**src/core/ddt_pkg.sv**
```systemverilog
// Package of constants and carriers for the SDRAM timing configuration block.
package ddt_pkg;

	// ==========================================================
	// Register addresses, masks and reset values
	localparam logic [31:0] DDT_CTRL0_ADDR  = 32'hcc00_e504;
	localparam logic [31:0] DDT_CTRL1_ADDR  = 32'hcc00_e508;
	localparam logic [31:0] DDT_CTRL0_WMASK = 32'hf773_333b;
	localparam logic [31:0] DDT_CTRL1_WMASK = 32'hff71_ffff;
	localparam logic [31:0] DDT_CTRL0_RST   = 32'h0001_0000;
	localparam logic [31:0] DDT_CTRL1_RST   = 32'h0000_0000;
	localparam logic        DDT_GEN_RST     = 1'b1;

	// ==========================================================
	// Field positions in control register 0
	localparam int DDT_PRE_LSB   = 24;
	localparam int DDT_ACT_LSB   = 20;
	localparam int DDT_EDP_LSB   = 16;
	localparam int DDT_WDL_LSB   = 12;
	localparam int DDT_RL_LSB    = 8;
	localparam int DDT_TERM_LSB  = 4;
	localparam int DDT_BUS16_BIT = 3;
	localparam int DDT_GEN_BIT   = 2;
	localparam int DDT_BUS32_BIT = 1;

	// ==========================================================
	// Field positions in control register 1
	localparam int DDT_STROBE_BIT = 31;
	localparam int DDT_RTO_LSB    = 28;
	localparam int DDT_WTO_LSB    = 24;
	localparam int DDT_RTW_LSB    = 20;

	// ==========================================================
	// Timing constants
	localparam logic [3:0] DDT_RTW_ZERO_LOAD = 4'h7;
	localparam logic [1:0] DDT_WDL_MAX       = 2'h2;

	// ==========================================================
	// Command kinds seen by the spacing logic
	typedef enum logic [2:0] {
		DDT_CMD_ACT   = 3'b000,
		DDT_CMD_READ  = 3'b001,
		DDT_CMD_WRITE = 3'b010,
		DDT_CMD_PRE   = 3'b011,
		DDT_CMD_REF   = 3'b100,
		DDT_CMD_EMRS  = 3'b101
	} ddt_cmd_e;

	// On-chip termination settings.
	typedef enum logic [1:0] {
		DDT_TERM_OFF = 2'b00,
		DDT_TERM_75  = 2'b01,
		DDT_TERM_150 = 2'b10
	} ddt_term_e;

	// Command request from the command engine.
	typedef struct packed {
		ddt_cmd_e kind;
		logic     page_open;
	} ddt_cmd_s;

	// Decoded configuration for the data path.
	typedef struct packed {
		logic [1:0] ext_path_latency;
		logic [1:0] write_data_latency;
		logic [3:0] read_latency_half;
		logic       bus16;
		logic       bus32;
		logic       gen1;
	} ddt_cfg_s;

endpackage

```
**src/core/ddt_timing_ctrl.sv**
```systemverilog
// SDRAM timing configuration registers and command spacing logic.
//
// Notes on behaviour
// - Precharge period field, bits 26:24 of control 0, enforced as value plus one.
// - Activate to access delay, bits 22:20 of control 0, value plus one clocks.
// - External path latency field, bits 17:16, resets to 01; software writes 10.
// - Write data latency bits 13:12 give 0, 1, 2 clocks; 11 reserved.
// - Read latency bits 9:8 give 2, 2.5, 3 or 4 clocks.
// - Termination bits 5:4 apply to second generation memory only.
// - Memory termination latched at EMRS; on-chip termination follows live field.
// - Bit 3 selects 16-bit bus and wins over the 32-bit bit.
// - Bit 2 is read-only generation strap captured on the first clock after reset is released.
// - Bit 1 selects 32-bit bus; software must not leave it zero.
// - Control 1 bit 31 selects strobe mode, sent as EMRS bit 10.
// - Bits 30:28 of control 1 give read to non-write gap.
// - Bits 27:24 of control 1 give write to non-read gap.
// - Bits 22:20 of control 1 give read to write gap; zero means eight.
// - Reads to open pages may follow each other with no added gap.
// - Command spacing uses timing fields from both control registers.
// - Generation strap defaults to one, first generation.
`timescale 1ns/1ps
module ddt_timing_ctrl #(
	parameter int GAP_W = 4
) (
	input  wire logic              core_clk,
	input  wire logic              rst,
	input  wire logic              gen_strap,
	input  wire logic [31:0]       avs_address,
	input  wire logic              avs_read,
	input  wire logic              avs_write,
	input  wire logic [31:0]       avs_writedata,
	input  wire logic [3:0]        avs_byteenable,
	output logic [31:0]            avs_readdata,
	output logic                   avs_waitrequest,
	input  wire logic              cmd_valid,
	input  wire ddt_pkg::ddt_cmd_s cmd_req,
	output logic                   cmd_ready,
	output logic                   cmd_out_valid,
	output ddt_pkg::ddt_cmd_s      cmd_out,
	output ddt_pkg::ddt_cfg_s      cfg,
	output logic [31:0]            ctrl0_word,
	output logic [31:0]            ctrl1_word,
	output logic [1:0]             mem_term_code,
	output logic                   emrs_strobe_bit,
	output ddt_pkg::ddt_term_e     onchip_term
);
	import ddt_pkg::*;

	// Refuses gap counters too narrow for the fifteen-clock write to non-read gap.
	// The check runs at elaboration so a bad width never builds.
	if (GAP_W < 4) begin : g_gap_w_check
		$error("ddt_timing_ctrl needs gap counters of at least four bits");
	end

	localparam int NT   = 5;
	localparam int T_PRE = 0;
	localparam int T_ACT = 1;
	localparam int T_RTO = 2;
	localparam int T_RTW = 3;
	localparam int T_WTO = 4;

	// ==========================================================
	// Declarations
	logic [31:0]  ctrl0_ff;
	logic [31:0]  nxt_ctrl0;
	logic [31:0]  ctrl1_ff;
	logic [31:0]  nxt_ctrl1;
	logic         gen_ff;
	logic         nxt_gen;
	logic         strap_done_ff;
	logic         nxt_strap_done;
	logic         ack_ff;
	logic         nxt_ack;
	logic [31:0]  rdata_ff;
	logic [31:0]  nxt_rdata;
	logic         out_valid_ff;
	logic         nxt_out_valid;
	ddt_cmd_s     out_cmd_ff;
	ddt_cmd_s     nxt_out_cmd;
	ddt_cfg_s     cfg_ff;
	ddt_cfg_s     nxt_cfg;
	logic [31:0]  be_mask;
	logic [31:0]  ctrl0_view;
	logic         cmd_fire;
	logic         is_read;
	logic         is_write;
	logic [2:0]   rto_f;
	logic [3:0]   wto_f;
	logic [2:0]   rtw_f;
	logic [NT-1:0] t_start;
	logic [NT-1:0] t_idle;
	logic [GAP_W-1:0] t_load [NT];

	// ==========================================================
	// Register bus
	// Byte enables widen to a bit mask for the write merge.
	assign be_mask = {{8{avs_byteenable[3]}}, {8{avs_byteenable[2]}},
		{8{avs_byteenable[1]}}, {8{avs_byteenable[0]}}};

	// Control 0 as read: stored bits plus the strap-driven generation bit.
	always_comb begin
		ctrl0_view = ctrl0_ff;
		ctrl0_view[DDT_GEN_BIT] = gen_ff;
	end

	// Every access stalls one cycle, then is acknowledged for one cycle.
	always_comb begin
		nxt_ack   = (avs_read | avs_write) & ~ack_ff;
		nxt_rdata = rdata_ff;
		nxt_ctrl0 = ctrl0_ff;
		nxt_ctrl1 = ctrl1_ff;
		if (nxt_ack && avs_read) begin
			if (avs_address == DDT_CTRL0_ADDR) begin
				nxt_rdata = ctrl0_view;
			end else if (avs_address == DDT_CTRL1_ADDR) begin
				nxt_rdata = ctrl1_ff;
			end else begin
				nxt_rdata = 32'h0000_0000;
			end
		end
		if (ack_ff && avs_write) begin
			// Only writable bits change; reserved bits stay zero.
			if (avs_address == DDT_CTRL0_ADDR) begin
				nxt_ctrl0 = (ctrl0_ff & ~(be_mask & DDT_CTRL0_WMASK)) |
					(avs_writedata & be_mask & DDT_CTRL0_WMASK);
			end else if (avs_address == DDT_CTRL1_ADDR) begin
				nxt_ctrl1 = (ctrl1_ff & ~(be_mask & DDT_CTRL1_WMASK)) |
					(avs_writedata & be_mask & DDT_CTRL1_WMASK);
			end
		end
	end

	// Registers the bus state and both control registers.
	always_ff @(posedge core_clk or posedge rst) begin
		if (rst) begin
			ack_ff   <= 1'b0;
			rdata_ff <= 32'h0000_0000;
			ctrl0_ff <= DDT_CTRL0_RST;
			ctrl1_ff <= DDT_CTRL1_RST;
		end else begin
			ack_ff   <= nxt_ack;
			rdata_ff <= nxt_rdata;
			ctrl0_ff <= nxt_ctrl0;
			ctrl1_ff <= nxt_ctrl1;
		end
	end

	assign avs_waitrequest = (avs_read | avs_write) & ~ack_ff;
	assign avs_readdata    = rdata_ff;
	assign ctrl0_word      = ctrl0_view;
	assign ctrl1_word      = ctrl1_ff;

	// ==========================================================
	// Generation strap
	// The strap is caught on the first edge after reset is released.
	always_comb begin
		nxt_gen        = gen_ff;
		nxt_strap_done = 1'b1;
		if (!strap_done_ff) begin
			nxt_gen = gen_strap;
		end
	end

	// Registers the strap; it reads as first generation until caught.
	always_ff @(posedge core_clk or posedge rst) begin
		if (rst) begin
			gen_ff        <= DDT_GEN_RST;
			strap_done_ff <= 1'b0;
		end else begin
			gen_ff        <= nxt_gen;
			strap_done_ff <= nxt_strap_done;
		end
	end

	// ==========================================================
	// Decoded configuration
	// Latencies and bus width for the data path, taken from control 0.
	always_comb begin
		nxt_cfg = '0;
		nxt_cfg.ext_path_latency = ctrl0_ff[DDT_EDP_LSB +: 2];
		nxt_cfg.write_data_latency = ctrl0_ff[DDT_WDL_LSB +: 2];
		if (ctrl0_ff[DDT_WDL_LSB +: 2] == 2'b11) begin
			nxt_cfg.write_data_latency = DDT_WDL_MAX;
		end
		// Read latency is given in half clocks so 2.5 stays exact.
		case (ctrl0_ff[DDT_RL_LSB +: 2])
			2'b00: nxt_cfg.read_latency_half = 4'h4;
			2'b01: nxt_cfg.read_latency_half = 4'h5;
			2'b10: nxt_cfg.read_latency_half = 4'h6;
			default: nxt_cfg.read_latency_half = 4'h8;
		endcase
		nxt_cfg.bus16 = ctrl0_ff[DDT_BUS16_BIT];
		nxt_cfg.bus32 = ~ctrl0_ff[DDT_BUS16_BIT] & ctrl0_ff[DDT_BUS32_BIT];
		nxt_cfg.gen1  = gen_ff;
	end

	// Registers the decoded configuration.
	always_ff @(posedge core_clk or posedge rst) begin
		if (rst) begin
			cfg_ff <= '0;
		end else begin
			cfg_ff <= nxt_cfg;
		end
	end

	assign cfg = cfg_ff;

	// ==========================================================
	// Command spacing
	assign rto_f = ctrl1_ff[DDT_RTO_LSB +: 3];
	assign wto_f = ctrl1_ff[DDT_WTO_LSB +: 4];
	assign rtw_f = ctrl1_ff[DDT_RTW_LSB +: 3];

	assign is_read  = (cmd_req.kind == DDT_CMD_READ);
	assign is_write = (cmd_req.kind == DDT_CMD_WRITE);

	// Each load is the gap minus one, since the timer adds the issue cycle.
	always_comb begin
		t_load[T_PRE] = GAP_W'(ctrl0_ff[DDT_PRE_LSB +: 3]);
		t_load[T_ACT] = GAP_W'(ctrl0_ff[DDT_ACT_LSB +: 3]);
		t_load[T_RTO] = (rto_f == 3'h0) ? '0 : GAP_W'(rto_f - 3'h1);
		t_load[T_RTW] = (rtw_f == 3'h0) ? GAP_W'(DDT_RTW_ZERO_LOAD) :
			GAP_W'(rtw_f - 3'h1);
		t_load[T_WTO] = (wto_f == 4'h0) ? '0 : GAP_W'(wto_f - 4'h1);
	end

	// A command waits until every timer that governs its kind has run down.
	always_comb begin
		cmd_ready = 1'b1;
		case (cmd_req.kind)
			DDT_CMD_ACT: cmd_ready = t_idle[T_PRE];
			DDT_CMD_READ: cmd_ready = t_idle[T_ACT];
			DDT_CMD_WRITE: cmd_ready = t_idle[T_ACT] & t_idle[T_RTW];
			default: cmd_ready = 1'b1;
		endcase
		// Reads to an open page skip the read turnaround gap.
		if (!is_write && !(is_read && cmd_req.page_open)) begin
			cmd_ready = cmd_ready & t_idle[T_RTO];
		end
		if (!is_read) begin
			cmd_ready = cmd_ready & t_idle[T_WTO];
		end
	end

	assign cmd_fire = cmd_valid & cmd_ready;

	// Timer starts by issued command kind.
	always_comb begin
		t_start        = '0;
		t_start[T_PRE] = cmd_fire & (cmd_req.kind == DDT_CMD_PRE);
		t_start[T_ACT] = cmd_fire & (cmd_req.kind == DDT_CMD_ACT);
		t_start[T_RTO] = cmd_fire & is_read;
		t_start[T_RTW] = cmd_fire & is_read;
		t_start[T_WTO] = cmd_fire & is_write;
	end

	// One gap timer per spacing constraint.
	generate
		for (genvar i = 0; i < NT; i++) begin : g_gap
			ddt_gap_timer #(
				.W (GAP_W)
			) u_gap (
				.core_clk (core_clk),
				.rst      (rst),
				.start    (t_start[i]),
				.load     (t_load[i]),
				.idle     (t_idle[i])
			);
		end
	endgenerate

	// Issued command goes out registered for one cycle.
	always_comb begin
		nxt_out_valid = cmd_fire;
		nxt_out_cmd   = cmd_fire ? cmd_req : out_cmd_ff;
	end

	// Registers the issued command.
	always_ff @(posedge core_clk or posedge rst) begin
		if (rst) begin
			out_valid_ff <= 1'b0;
			out_cmd_ff   <= '0;
		end else begin
			out_valid_ff <= nxt_out_valid;
			out_cmd_ff   <= nxt_out_cmd;
		end
	end

	assign cmd_out_valid = out_valid_ff;
	assign cmd_out       = out_cmd_ff;

	// ==========================================================
	// Termination and strobe
	ddt_term_emrs u_term (
		.core_clk        (core_clk),
		.rst             (rst),
		.emrs_issue      (cmd_fire & (cmd_req.kind == DDT_CMD_EMRS)),
		.term_field      (ctrl0_ff[DDT_TERM_LSB +: 2]),
		.strobe_single   (ctrl1_ff[DDT_STROBE_BIT]),
		.gen1            (gen_ff),
		.mem_term_code   (mem_term_code),
		.emrs_strobe_bit (emrs_strobe_bit),
		.onchip_term     (onchip_term)
	);

endmodule

```
**src/core/ddt_gap_timer.sv**
```systemverilog
// Down counter that spaces one class of SDRAM commands.
`timescale 1ns/1ps
module ddt_gap_timer #(
	parameter int W = 4
) (
	input  wire logic         core_clk,
	input  wire logic         rst,
	input  wire logic         start,
	input  wire logic [W-1:0] load,
	output logic              idle
);
	import ddt_pkg::*;

	// Refuses counters too narrow for the longest gap load.
	// The check runs at elaboration so a bad width never builds.
	if (W < 4) begin : g_width_check
		$error("ddt_gap_timer needs at least four bits");
	end

	logic [W-1:0] count_ff;
	logic [W-1:0] nxt_count;

	// ==========================================================
	// Count
	// A start loads gap minus one, so the next command may go load+1 cycles later.
	always_comb begin
		nxt_count = count_ff;
		if (start) begin
			nxt_count = load;
		end else if (count_ff != '0) begin
			nxt_count = count_ff - 1'b1;
		end
	end

	// Registers the count.
	always_ff @(posedge core_clk or posedge rst) begin
		if (rst) begin
			count_ff <= '0;
		end else begin
			count_ff <= nxt_count;
		end
	end

	// The timer permits its commands when it has run down.
	assign idle = (count_ff == '0);

endmodule

```
**src/core/ddt_term_emrs.sv**
```systemverilog
// Termination and strobe settings for the extended mode register command.
`timescale 1ns/1ps
module ddt_term_emrs (
	input  wire logic       core_clk,
	input  wire logic       rst,
	input  wire logic       emrs_issue,
	input  wire logic [1:0] term_field,
	input  wire logic       strobe_single,
	input  wire logic       gen1,
	output logic [1:0]      mem_term_code,
	output logic            emrs_strobe_bit,
	output ddt_pkg::ddt_term_e onchip_term
);
	import ddt_pkg::*;

	logic [1:0] mem_term_ff;
	logic [1:0] nxt_mem_term;
	logic       strobe_ff;
	logic       nxt_strobe;
	ddt_term_e  onchip_ff;
	ddt_term_e  nxt_onchip;

	// ==========================================================
	// Next values
	// Memory side is frozen at EMRS; on-chip side tracks the live field.
	always_comb begin
		nxt_mem_term = mem_term_ff;
		nxt_strobe   = strobe_ff;
		if (emrs_issue) begin
			nxt_mem_term = gen1 ? 2'h0 : term_field;
			nxt_strobe   = strobe_single;
		end
		nxt_onchip = DDT_TERM_OFF;
		if (!gen1) begin
			case (term_field)
				2'b01: nxt_onchip = DDT_TERM_150;
				2'b10: nxt_onchip = DDT_TERM_150;
				2'b11: nxt_onchip = DDT_TERM_75;
				default: nxt_onchip = DDT_TERM_OFF;
			endcase
		end
	end

	// Registers the termination and strobe state.
	always_ff @(posedge core_clk or posedge rst) begin
		if (rst) begin
			mem_term_ff <= 2'h0;
			strobe_ff   <= 1'b0;
			onchip_ff   <= DDT_TERM_OFF;
		end else begin
			mem_term_ff <= nxt_mem_term;
			strobe_ff   <= nxt_strobe;
			onchip_ff   <= nxt_onchip;
		end
	end

	assign mem_term_code   = mem_term_ff;
	assign emrs_strobe_bit = strobe_ff;
	assign onchip_term     = onchip_ff;

endmodule

```
**config.mk**
```make
export PLATFORM = sky130hd
export DESIGN_NAME = ddt_timing_ctrl
export DESIGN_NICKNAME = d
export VERILOG_FILES = /design/src/core/ddt_pkg.sv /design/src/core/ddt_timing_ctrl.sv /design/src/core/ddt_gap_timer.sv /design/src/core/ddt_term_emrs.sv
export SDC_FILE = /design/constraint.sdc
export NUM_CORES = 1
export LEC_CHECK = 0
export BUFFER_PORTS_ARGS = -buffer_cell sky130_fd_sc_hd__buf_2
export CORE_MARGIN = 10
export CORE_UTILIZATION = 46
export CTS_CLUSTER_SIZE = 14
export DETAILED_ROUTE_END_ITERATION = 7
export HOLD_SLACK_MARGIN = 0.06
export MAX_ROUTING_LAYER = met4
export PLACE_DENSITY_LB_ADDON = 0.25
export SLEW_MARGIN = 20
export SYNTH_ARGS = -nofsm -noshare
export SYNTH_HDL_FRONTEND = slang
export SYNTH_HIERARCHICAL = 1
export SYNTH_SLANG_ARGS = --single-unit
export TNS_END_PERCENT = 100
```
**constraint.sdc**
```tcl
create_clock -name core_clk -period 2.6 [get_ports core_clk]
set_input_delay 0 -clock core_clk [delete_from_list [all_inputs] [get_ports core_clk]]
set_output_delay 0 -clock core_clk [all_outputs]
set_load 0.01 [all_outputs]
```
# Word-level counts from Yosys, hierarchy flattened
# Index checks and enable logic that the tools add are counted.
[classes]
add_sub_neg = 8
mul = 0
n_div = 0
magnitude_cmp = 0
eq_ne = 12
n_shift = 0
mux = 23
n_bitwise = 22
n_reduce_logical = 29
[ops]
columns = ["operator", "count"]
rows = [
  ["$and 32x32->32", 3],
  ["$eq 32x32->1 const B", 2],
  ["$mux 32", 2],
  ["$not 32->32", 2],
  ["$or 32x32->32", 2],
  ["$mux 4", 13],
  ["$logic_not 4->1", 6],
  ["$sub 4x1->4 const B", 6],
  ["$reduce_bool 4->1", 5],
  ["$pmux 4 s3", 1],
  ["$and 1x1->1", 11],
  ["$reduce_bool 2->1", 5],
  ["$logic_not 3->1", 3],
  ["$eq 2x2->1 const B", 4],
  ["$sub 3x1->4 const B", 2],
  ["$eq 3x2->1 const B", 2],
  ["$mux 2", 3],
  ["$eq 2x1->1 const B", 2],
  ["$logic_and 1x1->1", 4],
  ["$pmux 2 s2", 1],
  ["$eq 3x1->1 const B", 1],
  ["$eq 3x3->1 const B", 1],
  ["$not 1->1", 3],
  ["$pmux 1 s3", 1],
  ["other kinds (7)", 9],
]
[totals]
register_bits = 140
latchBits = 0
ramBits = 0
mem_bits_ro = 0
input_bits = 78
elab_cells = 117
n_memories = 0

# Depth between registers and ports, before layout
# Gate-level depths: netlist of run 1.
[logic_depth]
ltp_word = 10
ltp_mapped = 11
mapped_depth_nobuf = 9

# Cells and area by module
# The synthesis of run 1 kept the hierarchy.
[modules_own_cells]
columns = ["module", "n_inst", "cells_each", "area_per_inst_um2", "seq_area_each_um2"]
rows = [
  ["ddt_timing_ctrl", 1, 395, 4655.7, 2429.8],
  ["ddt_gap_timer", 5, 23, 236.5, 100.1],
  ["ddt_term_emrs", 1, 14, 201.4, 125.1],
]

# Worst setup path after synthesis of run 1
# No wires, ideal clock.
[synth_timing]
path_kind = "flip-flop to flip-flop"
startpoint = "register g_gap[2].u_gap.count_ff[0]"
endpoint = "register g_gap[2].u_gap.count_ff[3]"
setup_ns = 0.126
t_arrival_ns = 2.419
required_ns = 2.474
slack_ns = 0.055
path_stages_with_launch = 12
period_less_slack_ns = 2.545
cell_sequence = "dfrtp_1 > inv_1 > ha_1 > nor3b_4 > nor2_1 > nor3_1 > o211a_1 > clkbuf_1 > nor3b_1 > clkbuf_1 > nor3_1 > a221o_1"
[synth_between]
elab_chain_cells = 8
elab_cells_between_ends = 12
classes_between = "add/sub: 1; mux: 4; bitwise: 4; reduce/logical: 3"
[synth_lines]
columns = ["item", "line", "text"]
rows = [
  ["start, declared", "ddt_gap_timer.sv:20", "logic [W-1:0] count_ff;"],
  ["start signal, assigned", "ddt_gap_timer.sv:40", "count_ff <= nxt_count;"],
  ["$logic_not 4->1 *", "ddt_gap_timer.sv:45", "assign idle = (count_ff == '0);"],
  ["via t_idle[2]", "ddt_timing_ctrl.sv:91", "logic [NT-1:0] t_idle;"],
  ["$and 1x1->1 *", "ddt_timing_ctrl.sv:238", "cmd_ready = cmd_ready & t_idle[T_RTO];"],
  ["$mux 1 *", "ddt_timing_ctrl.sv:237", "if (!is_write && !(is_read && cmd_req.page_open)) begin"],
  ["$and 1x1->1", "ddt_timing_ctrl.sv:241", "cmd_ready = cmd_ready & t_idle[T_WTO];"],
  ["$mux 1 *", "ddt_timing_ctrl.sv:240", "if (!is_read) begin"],
  ["$and 1x1->1 *", "ddt_timing_ctrl.sv:245", "assign cmd_fire = cmd_valid & cmd_ready;"],
  ["via cmd_fire", "ddt_timing_ctrl.sv:84", "logic cmd_fire;"],
  ["$and 1x1->1 *", "ddt_timing_ctrl.sv:252", "t_start[T_RTO] = cmd_fire & is_read;"],
  ["via t_start[2]", "ddt_timing_ctrl.sv:90", "logic [NT-1:0] t_start;"],
  ["$mux 4 / $reduce_bool 2->1 (equally long branches)", "--", ""],
]
# The timed path passes the listed nets; every way through them passes the cells marked *. The select of a mux whose other input is x is not followed.
# A chain may end at the register's enable or synchronous reset.

# Final worst setup path of run 1
[layout_timing]
startpoint = "register g_gap[1].u_gap.count_ff[0]"
endpoint = "register g_gap[2].u_gap.count_ff[3]"
[layout_between]
elab_chain_cells = 10
elab_cells_between_ends = 11
classes_between = "mux: 4; bitwise: 5; reduce/logical: 2"
[layout_lines]
columns = ["item", "line", "text"]
rows = [
  ["start, declared", "ddt_gap_timer.sv:20", ""],
  ["start signal, assigned", "ddt_gap_timer.sv:40", ""],
  ["$logic_not 4->1 *", "ddt_gap_timer.sv:45", ""],
  ["via t_idle[1]", "ddt_timing_ctrl.sv:91", ""],
  ["$and 1x1->1", "ddt_timing_ctrl.sv:233", "DDT_CMD_WRITE: cmd_ready = t_idle[T_ACT] & t_idle[T_RTW];"],
  ["$pmux 1 s3 *", "ddt_timing_ctrl.sv:230", "case (cmd_req.kind)"],
  ["$and 1x1->1", "ddt_timing_ctrl.sv:238", ""],
  ["$mux 1 *", "ddt_timing_ctrl.sv:237", ""],
  ["$and 1x1->1", "ddt_timing_ctrl.sv:241", ""],
  ["$mux 1 *", "ddt_timing_ctrl.sv:240", ""],
  ["$and 1x1->1 *", "ddt_timing_ctrl.sv:245", ""],
  ["$and 1x1->1 *", "ddt_timing_ctrl.sv:252", ""],
  ["via t_start[2]", "ddt_timing_ctrl.sv:90", ""],
  ["$mux 4 / $reduce_bool 2->1 (equally long branches)", "--", ""],
]
# The timed path passes the listed nets; every way through them passes the cells marked *.

==> results, run 1 <==
- The run finished with clean final reports.
- The final worst-path setup slack is 0.0742 ns.
- The start point of the critical path is g_gap[1].u_gap/count_ff[0].
- The power per unit of standard cell area is 717 nW/um^2.
- The number of levels in the clock H-tree is 4.
- Summed over its instances, the top area cell type makes up 49.7% of the synthesized netlist area.
- The library cell occupying the most area in the post-synthesis netlist is sky130_fd_sc_hd__dfrtp_1.
- Entering global routing, the biggest net connects 54 pins.
- In this run, CTS created clock tree buffers numbering 17.
- The congestion estimate from routability-driven global placement came to 0.847.
- The clock passes through at most 2 buffers.
- Pin placement for this block handled 197 I/O pins.
- Ranked by instance count, the synthesized netlist is headed by 120 x sky130_fd_sc_hd__dfrtp_1, 82 x sky130_fd_sc_hd__nand2_1, 54 x sky130_fd_sc_hd__mux2_2.
- Counting flops with an async set or reset pin after synthesis yields a share of 100%.
- The smallest clock period supported by the final layout is computed as 2.53 ns.
- Global routing consumed, over all layers together, 19.9% of the routing resources.
- After the flow finishes, the layout carries non-filler instances totaling 937.
- The combined area of all synthesized cells is 6040 um^2.
- Clock-pin slew was measured on the worst setup and hold paths at 0.06 ns.
- The required time of the worst setup path is 2.90 ns.
- The count of buffers from port buffering is 176.
- After technology mapping, the gate count stands at 524.
- The total die area is 18,100 um^2.
- The average wire per cell in the routed design is 18.4 um.
- Once the floorplan was initialized, standard cells occupied 47.5% of the core.
- The sink count of the clock tree is 122.
- The critical path capture point is g_gap[2].u_gap/count_ff[3].
- The clock skew after layout is 0.00757 ns.
- The via count of the first global-routing pass is 5,269.
- The arrival time of the worst setup path is 2.83 ns.
- The detailed router finished its first iteration with 246 violations.
- Summing all multi-input logic gate instances after layout gives 2690 um^2.
- The maximum fanout along the worst path is 8.
- The placed instance count is 859.
- After layout, the design draws a total of 0.00582 W.
- TritonCTS built the clock tree.
- The register area is 3060 um^2.
- The number of rows in the core area is 41.
- The post-route antenna net violation count is 0.
- The Yosys warning count is 6.
- Counting distinct cell types in the post-synthesis netlist gives 50.
- The worst-case reg-to-reg path depth is 10.
- The final setup violation count is 0.
- In the synthesized netlist the dominant register cell turns out to be sky130_fd_sc_hd__dfrtp_1.
- The setup slack of the most critical reg-to-reg path is 0.07 ns.
- The pre-antenna-repair detailed-routing pass consisted of 5 iterations.
- The average via count per standard cell is 5.22.
- The signal on the critical path passes through inv_1 -> ha_1 -> nor3b_4 -> and3_1 -> a2111o_1 -> o211a_1 -> nor3b_4 -> buf_4 -> buf_4 -> a221o_1.
- For the pin with the worst max-slew slack, the measured transition is 0.704 ns.
- The type of element capturing the critical path is a flip-flop.
- The core outline area is 12,700 um^2.
- From left edge to right edge, the die measures 135 um.
- Static timing analysis puts the maximum clock frequency at 0.396 GHz.
- In the final layout, the share of cells above drive strength 1 is 42.4%.
- On the final layout, the worst hold slack is 0.130 ns.
- Counting buffers and inverters, the worst setup path is 10 cells deep.
- The critical path is of the flip-flop to flip-flop type.
- The count of state elements after synthesis is 122.
- The height of the die is 135 um.
- Global routing finished with a remaining overflow of 0.
- The static leakage is 4.36 nW.
- Counting both buffers and inverters, the worst setup path holds a total of 3.
- The delay contributed by the slowest stage of the critical path is 0.40 ns.
- For this block, the routed nets add up to 17,300 um of wire.
- The first-pass GRT wire length is 27,700 um.
- The slowest stage cell on the critical path is sky130_fd_sc_hd__a2111o_1.
- The number of nets in the layout is 840.
- The startpoint of the most critical register-to-register path is g_gap[1].u_gap/count_ff[0].
- Clock tree synthesis selected as its root buffer the cell sky130_fd_sc_hd__clkbuf_16.
- Counting flops with a built-in enable in the synthesized netlist gives 0.
- The average instance in the mapped netlist occupies 11.5 um^2.
- The worst voltage drop across the vdd grid is 0.447 mV.
- For this run, design rule violations remaining after detail routing come to 0.
- The category of cells accounting for the largest share of critical-path delay is compound AO/OA/AOI/OAI gates.
- The half-perimeter wire length after placement is 12,700 um.
- The final critical path takes up 97.1% of the cycle.
- The clock latency on the worst-skew pair is 0.42 ns.
- In this run the critical register-to-register path is captured at g_gap[2].u_gap/count_ff[3].
- The worst setup path is launched from a flip-flop.
- At the placement stage, the worst setup path has a slack of 0.120 ns.
- The accumulated negative setup slack is 0 ns.
- The sequential share of the synthesized area is 50.6%.
- Max-cap violations in this run came to 0.
- Sorting the synthesized cells by area gives the leading types as sky130_fd_sc_hd__dfrtp_1 50%, sky130_fd_sc_hd__mux2_2 10%, sky130_fd_sc_hd__nand2_1 5.1%.
- The number of antenna violations at the first check in global routing is 0.
- The number of inserted filler cells in the final layout is 1,042.
- The path class of the lowest-slack min-delay path is input port to asynchronous set/reset pin.
- 0 antenna diodes ended up in the layout.
- Measured against its own limit, the worst slew margin works out to 53.1%.
- Among all cell types in the netlist, the one instantiated most often is sky130_fd_sc_hd__dfrtp_1.
- The layout overhead on the synthesized area is 34.5%.
- The max-slew violation total from the final report is 0.
- The number of hold violations in the final report is 0.
- The total vias in the final route is 4,892.
-- cells by family after synthesis --
family	Yosys count	synth area share, %
other cells	2	0.124
xor+xnor	5	0.725
buf+inv	73	6.28
flops	122	50.6
simple gates	165	17.8
mux	69	13.3
compound gates	78	9.14
fa+ha+maj	10	2.07
-- routing by layer --
metal  global-route usage (%)  part of all wire [%]  vias to the layer above
met1                     22.8                    42                     2418
met3                     6.60                   7.6                       20
met2                     32.3                    49                      197
met4                     6.41                   1.4                        0
met5                        -                     0                        -
li1                         -                     -                     2257
-- metrics by stage --
step / cell area, um^2 / utilization, %
after floorplan: 6110 / -
after global placement: 7070 / 55.6
after detailed placement: 7070 / 55.6
after CTS: 8050 / 63.2
after global routing: 8120 / 63.8
final: 8120 / 63.8
-- how the worst min path moves through the flow --
stage,depth (start not counted),slack [ns],end
after floorplan,1,-0.23,g_gap[0].u_gap/count_ff[0]
after global placement,2,0.007,g_gap[0].u_gap/count_ff[2]
after detailed placement,2,0.02,g_gap[2].u_gap/count_ff[3]
after CTS,3,0.12,g_gap[3].u_gap/count_ff[2]
after global routing,3,0.15,g_gap[2].u_gap/count_ff[1]
final,3,0.13,g_gap[4].u_gap/count_ff[3]
-- placed cells by master, fill, tap and decap left out, types with 3 or more instances in the layout --
master                          instances
sky130_fd_sc_hd__nor3b_1                6
sky130_fd_sc_hd__dlygate4sd3_1         38
sky130_fd_sc_hd__o21ai_0               20
sky130_fd_sc_hd__nor4b_4                3
sky130_fd_sc_hd__dfrtp_1              120
sky130_fd_sc_hd__a21o_1                22
sky130_fd_sc_hd__nor2b_1                6
sky130_fd_sc_hd__clkinvlp_4             3
sky130_fd_sc_hd__conb_1                20
sky130_fd_sc_hd__xnor2_1                5
sky130_fd_sc_hd__clkinv_4               4
sky130_fd_sc_hd__clkbuf_16             17
sky130_fd_sc_hd__buf_4                 24
sky130_fd_sc_hd__nand2_1               82
sky130_fd_sc_hd__a221o_1                5
sky130_fd_sc_hd__nand2b_1               7
sky130_fd_sc_hd__mux2_2                54
sky130_fd_sc_hd__nor4_4                 4
sky130_fd_sc_hd__nand3_1                4
sky130_fd_sc_hd__nor2_1                 8
sky130_fd_sc_hd__nor4_2                 6
sky130_fd_sc_hd__mux2i_1                5
sky130_fd_sc_hd__nor3_1                15
sky130_fd_sc_hd__mux2_4                 8
sky130_fd_sc_hd__nor3b_4                6
sky130_fd_sc_hd__inv_6                  5
sky130_fd_sc_hd__o31ai_1               21
sky130_fd_sc_hd__inv_1                 23
sky130_fd_sc_hd__buf_2                176
sky130_fd_sc_hd__ha_1                  10
-- repair_timing --
action / 4_1_cts / 5_1_grt
hold endpoints to repair: 133 / 0
resized for setup: 0 / 3
hold buffers: 38 / 0
buffers inserted: 0 / 7
endpoints found under the setup margin: 0 / 5
-- area by class of cell --
type / instances / share of cell area, %
Multi-Input combinational cell: 347 / 33.2
Clock buffer: 17 / 5.24
Tap cell: 172 / 2.65
Clock inverter: 15 / 2.05
Timing Repair Buffer: 240 / 18.1
Sequential cell: 122 / 37.6
Inverter: 24 / 1.14
-- worst register-to-register path: cells and delay by family (launching register included) --
| kind | cells | cell delay, ns |
|---|---|---|
| compound gates | 3 | 0.90 |
| simple gates | 3 | 0.53 |
| buf+inv | 3 | 0.39 |
| flops | 1 | 0.36 |
| fa+ha+maj | 1 | 0.24 |
-- where the power goes --
part | leakage, nW | internal [W] | total, W | switching, W
Sequential | 1.64 | 0.00210 | 0.00227 | 0.000169
Combinational | 2.43 | 0.000639 | 0.00120 | 0.000558
Clock | 0.281 | 0.00143 | 0.00235 | 0.000927
Total | 4.36 | 0.00416 | 0.00582 | 0.00165
No activity file was read; power rests on OpenSTA's default activity.
==> run 2, diff against run 1 <==
==> constraint.sdc (replaced) <==
create_clock -name core_clk -period 2.6 [get_ports core_clk]
set_input_delay 0.52 -clock core_clk [delete_from_list [all_inputs] [get_ports core_clk]]
set_output_delay 0.52 -clock core_clk [all_outputs]
set_load 0.01 [all_outputs]
==> results, run 2 (synthesis gave the netlist of run 1 again) <==
- The flow ran to the end, and the final reports show no timing, DRC or antenna violations.
- The most frequent standard cell in the layout excluding fill and tap cells is sky130_fd_sc_hd__buf_2.
- The average wire per cell in the routed design was 18.4 um (-0.36%).
- The worst hold margin came to 0.106 ns (-0.0238 ns).
- The first-pass GRT wire length is 26,700 um (-3.7%).
- The half-perimeter wire length after placement is 12,700 um (+0.26%).
- The maximum number of pins on one net before global-route repair is 38 (-30%).
- The worst-case reg-to-reg path depth is 10 (unchanged).
- The static leakage came to 4.28 nW (-1.8%).
- The share of post-route cells with drive strength above 1 is 45.4% (+3.1 points).
- Walking the worst path, the cells encountered are inv_2 -> ha_4 -> nor3b_4 -> o21a_1 -> a2111o_1 -> o21a_1 -> buf_2.
- The worst setup path is launched from a flip-flop.
- The fmax is 0.400 GHz (+1.0%).
- The number of hold violations in the final report was 0 (unchanged).
- The number of inserted filler cells in the final layout is 1,074 (+3.1%).
- The delay contributed by the slowest stage of the critical path was 0.40 ns (about the same).
- The remaining global-route overflow came to 0 (unchanged).
- The total length of routed wires is 16,600 um (-3.9%).
- The hold-fix buffer count after cts is 0 (-100%).
- The setup slack of the most critical reg-to-reg path is 0.11 ns (+0.04 ns).
- The number of rows in the core area came to 41 (unchanged).
- The core outline area is 12,700 um^2 (unchanged).
- The post-route DRC violation count is 0 (unchanged).
- Counting stages on the worst path, the most repeated cell is sky130_fd_sc_hd__o21a_1.
- The total CTS buffers is 17 (unchanged).
- The path class of the lowest-slack min-delay path is input port to asynchronous set/reset pin.
- The final estimated routing congestion in global placement is 0.788 (-7.0%).
- The clock skew after layout is 0.00667 ns (-0.000899 ns).
- The arrival time of the worst setup path is 1.98 ns (-0.85 ns).
- The worst slew margin relative to its limit is 55.4% (+2.3 points).
- The worst setup path is captured at an output port.
- From synthesis to final layout, the design area changed by 31.4%.
- The sink count of the clock tree is 122 (unchanged).
- The CTS tree is done.
- The average via count per standard cell is 5.17 (-1.0%).
- The end of the worst register-to-register path is g_gap[2].u_gap/count_ff[3].
- The minimum period implied by the final worst setup slack is 2.50 ns (-0.0259 ns).
- The count of buffers from port buffering is 176 (unchanged).
- Tracing the worst setup path back leads to its startpoint at g_gap[1].u_gap/count_ff[0].
- The power per unit of standard cell area is 787 nW/um^2 (+9.8%).
- The chip width is 135 um (unchanged).
- The maximum buffer depth of the clock tree is 2 (unchanged).
- The max-capacitance violation count is 0 (unchanged).
- The max-slew violation total from the final report was 0 (unchanged).
- The worst voltage drop across the vdd grid is 0.363 mV (-19%).
- The initial DRC count came to 210 (-15%).
- The via count of the first global-routing pass is 5,270 (+0.019%).
- The critical path is of the flip-flop to output port type.
- The overall fraction of global-route tracks in use is 19.0% (-0.90 points).
- The total die area was 18,100 um^2 (unchanged).
- The required time of the worst setup path is 2.08 ns (-0.82 ns).
- The number of antenna violations at the first check in global routing came to 1 (+1).
- Clock tree synthesis selected as its root buffer the cell sky130_fd_sc_hd__clkbuf_16.
- The total power is 0.00625 W (+7.3%).
- The startpoint of the most critical register-to-register path is g_gap[2].u_gap/count_ff[0].
- The total I/O pin count is 197 (unchanged).
- In the layout the commonest cells are 176 x sky130_fd_sc_hd__buf_2, 120 x sky130_fd_sc_hd__dfrtp_1, 82 x sky130_fd_sc_hd__nand2_1.
- Following the worst setup path forward leads to its endpoint at cmd_ready.
- The post-route antenna net violation count came to 0 (unchanged).
- The height of the die is 135 um (unchanged).
- The slowest stage cell on the critical path is sky130_fd_sc_hd__a2111o_1.
- The total vias in the final route came to 4,671 (-4.5%).
- The number of levels in the clock H-tree came to 4 (unchanged).
- The post-route clock period utilization came to 96.2% (-1.0 points).
- The clock latency on the worst-skew pair was 0.41 ns (about the same).
- The number of nets in the layout was 806 (-4.0%).
- The register clock-pin slew on the reported worst setup and hold paths came to 0.05 ns (about the same).
- The slew at the pin closest to its max-slew limit is 0.668 ns (-0.0356 ns).
- The maximum fanout along the worst path is 4 (-4).
- The iteration count of the initial detailed-routing pass is 4 (-1).
- The final setup violation count is 0 (unchanged).
- The initial cell density of the core is 47.5% (unchanged).
## run 2: cell types whose count changed in the layout (fill, tap and decap cells not counted), moves of 3 or more
cell	previous run	this run
sky130_fd_sc_hd__bufinv_16	2	7
sky130_fd_sc_hd__buf_12	1	4
sky130_fd_sc_hd__inv_6	5	0
sky130_fd_sc_hd__dlygate4sd3_1	38	0
## run 2: area by class of cell
| class | count | area (um^2) | share of cell area, % |
|---|---|---|---|
| clock inverter | 11 | 240 | 3.03 |
| tap | 172 | 215 | 2.71 |
| clock buffer | 21 | 460 | 5.80 |
| inverter | 24 | 93.8 | 1.18 |
| timing repair buffer | 206 | 1160 | 14.6 |
| sequential | 122 | 3060 | 38.5 |
| multi-input combinational | 347 | 2710 | 34.2 |
| antenna | 1 | 2.50 | 0.0315 |
## run 2: what timing repair did
action	CTS	global route
setup endpoints to repair	5	10
pin swaps	0	3
gates resized for setup	2	8
setup buffers	0	3
gates cloned	0	0
## run 2: power breakdown
group / switching [W] / internal [W]
combinational: 0.000560 / 0.000639
sequential: 0.000165 / 0.00210
clock: 0.000834 / 0.00195
total: 0.00156 / 0.00469
## run 2: worst min path at each step
stage | from | to | slack, ns | cells after the start
final | rst | g_gap[0].u_gap/count_ff[0] | 0.11 | 2
after global routing | rst | g_gap[0].u_gap/count_ff[0] | 0.11 | 2
after CTS | rst | g_gap[1].u_gap/count_ff[2] | 0.10 | 2
after detailed placement | flip-flop | cfg[10] | 0.42 | 0
after global placement | flip-flop | cfg[9] | 0.42 | 0
after floorplan | rst | g_gap[0].u_gap/count_ff[0] | 0.29 | 1
## run 2: critical path, delay by kind of cell (launching register included)
| kind | cells | cell delay (ns) |
|---|---|---|
| AOI/OAI and AO/OA | 3 | 0.69 |
| DFF | 1 | 0.36 |
| buffers and inverters | 2 | 0.21 |
| adders and majority gates | 1 | 0.17 |
| and+or+nand+nor | 1 | 0.15 |
## run 2: routing by layer
metal	up-vias	GRT usage, %	share of wire, %
met5	-	-	0
met4	0	5.80	1.0
met3	14	7.75	8.8
met2	177	30.4	50
met1	2297	21.3	40
li1	2183	-	-
## run 2: per-stage QoR
step           std cells  TNS (ns)  setup WS [ns]  util (%)  area [um^2]
2_1_floorplan        542         0         0.0548         -         6110
3_3_place_gp         868         0         0.0553      56.4         7180
3_5_place_dp         868   -0.0217        -0.0217      56.4         7180
4_1_cts              900         0         0.0144      62.0         7890
5_1_grt              904   -0.0557        -0.0241      62.4         7940
6_report             904         0          0.100      62.4         7940
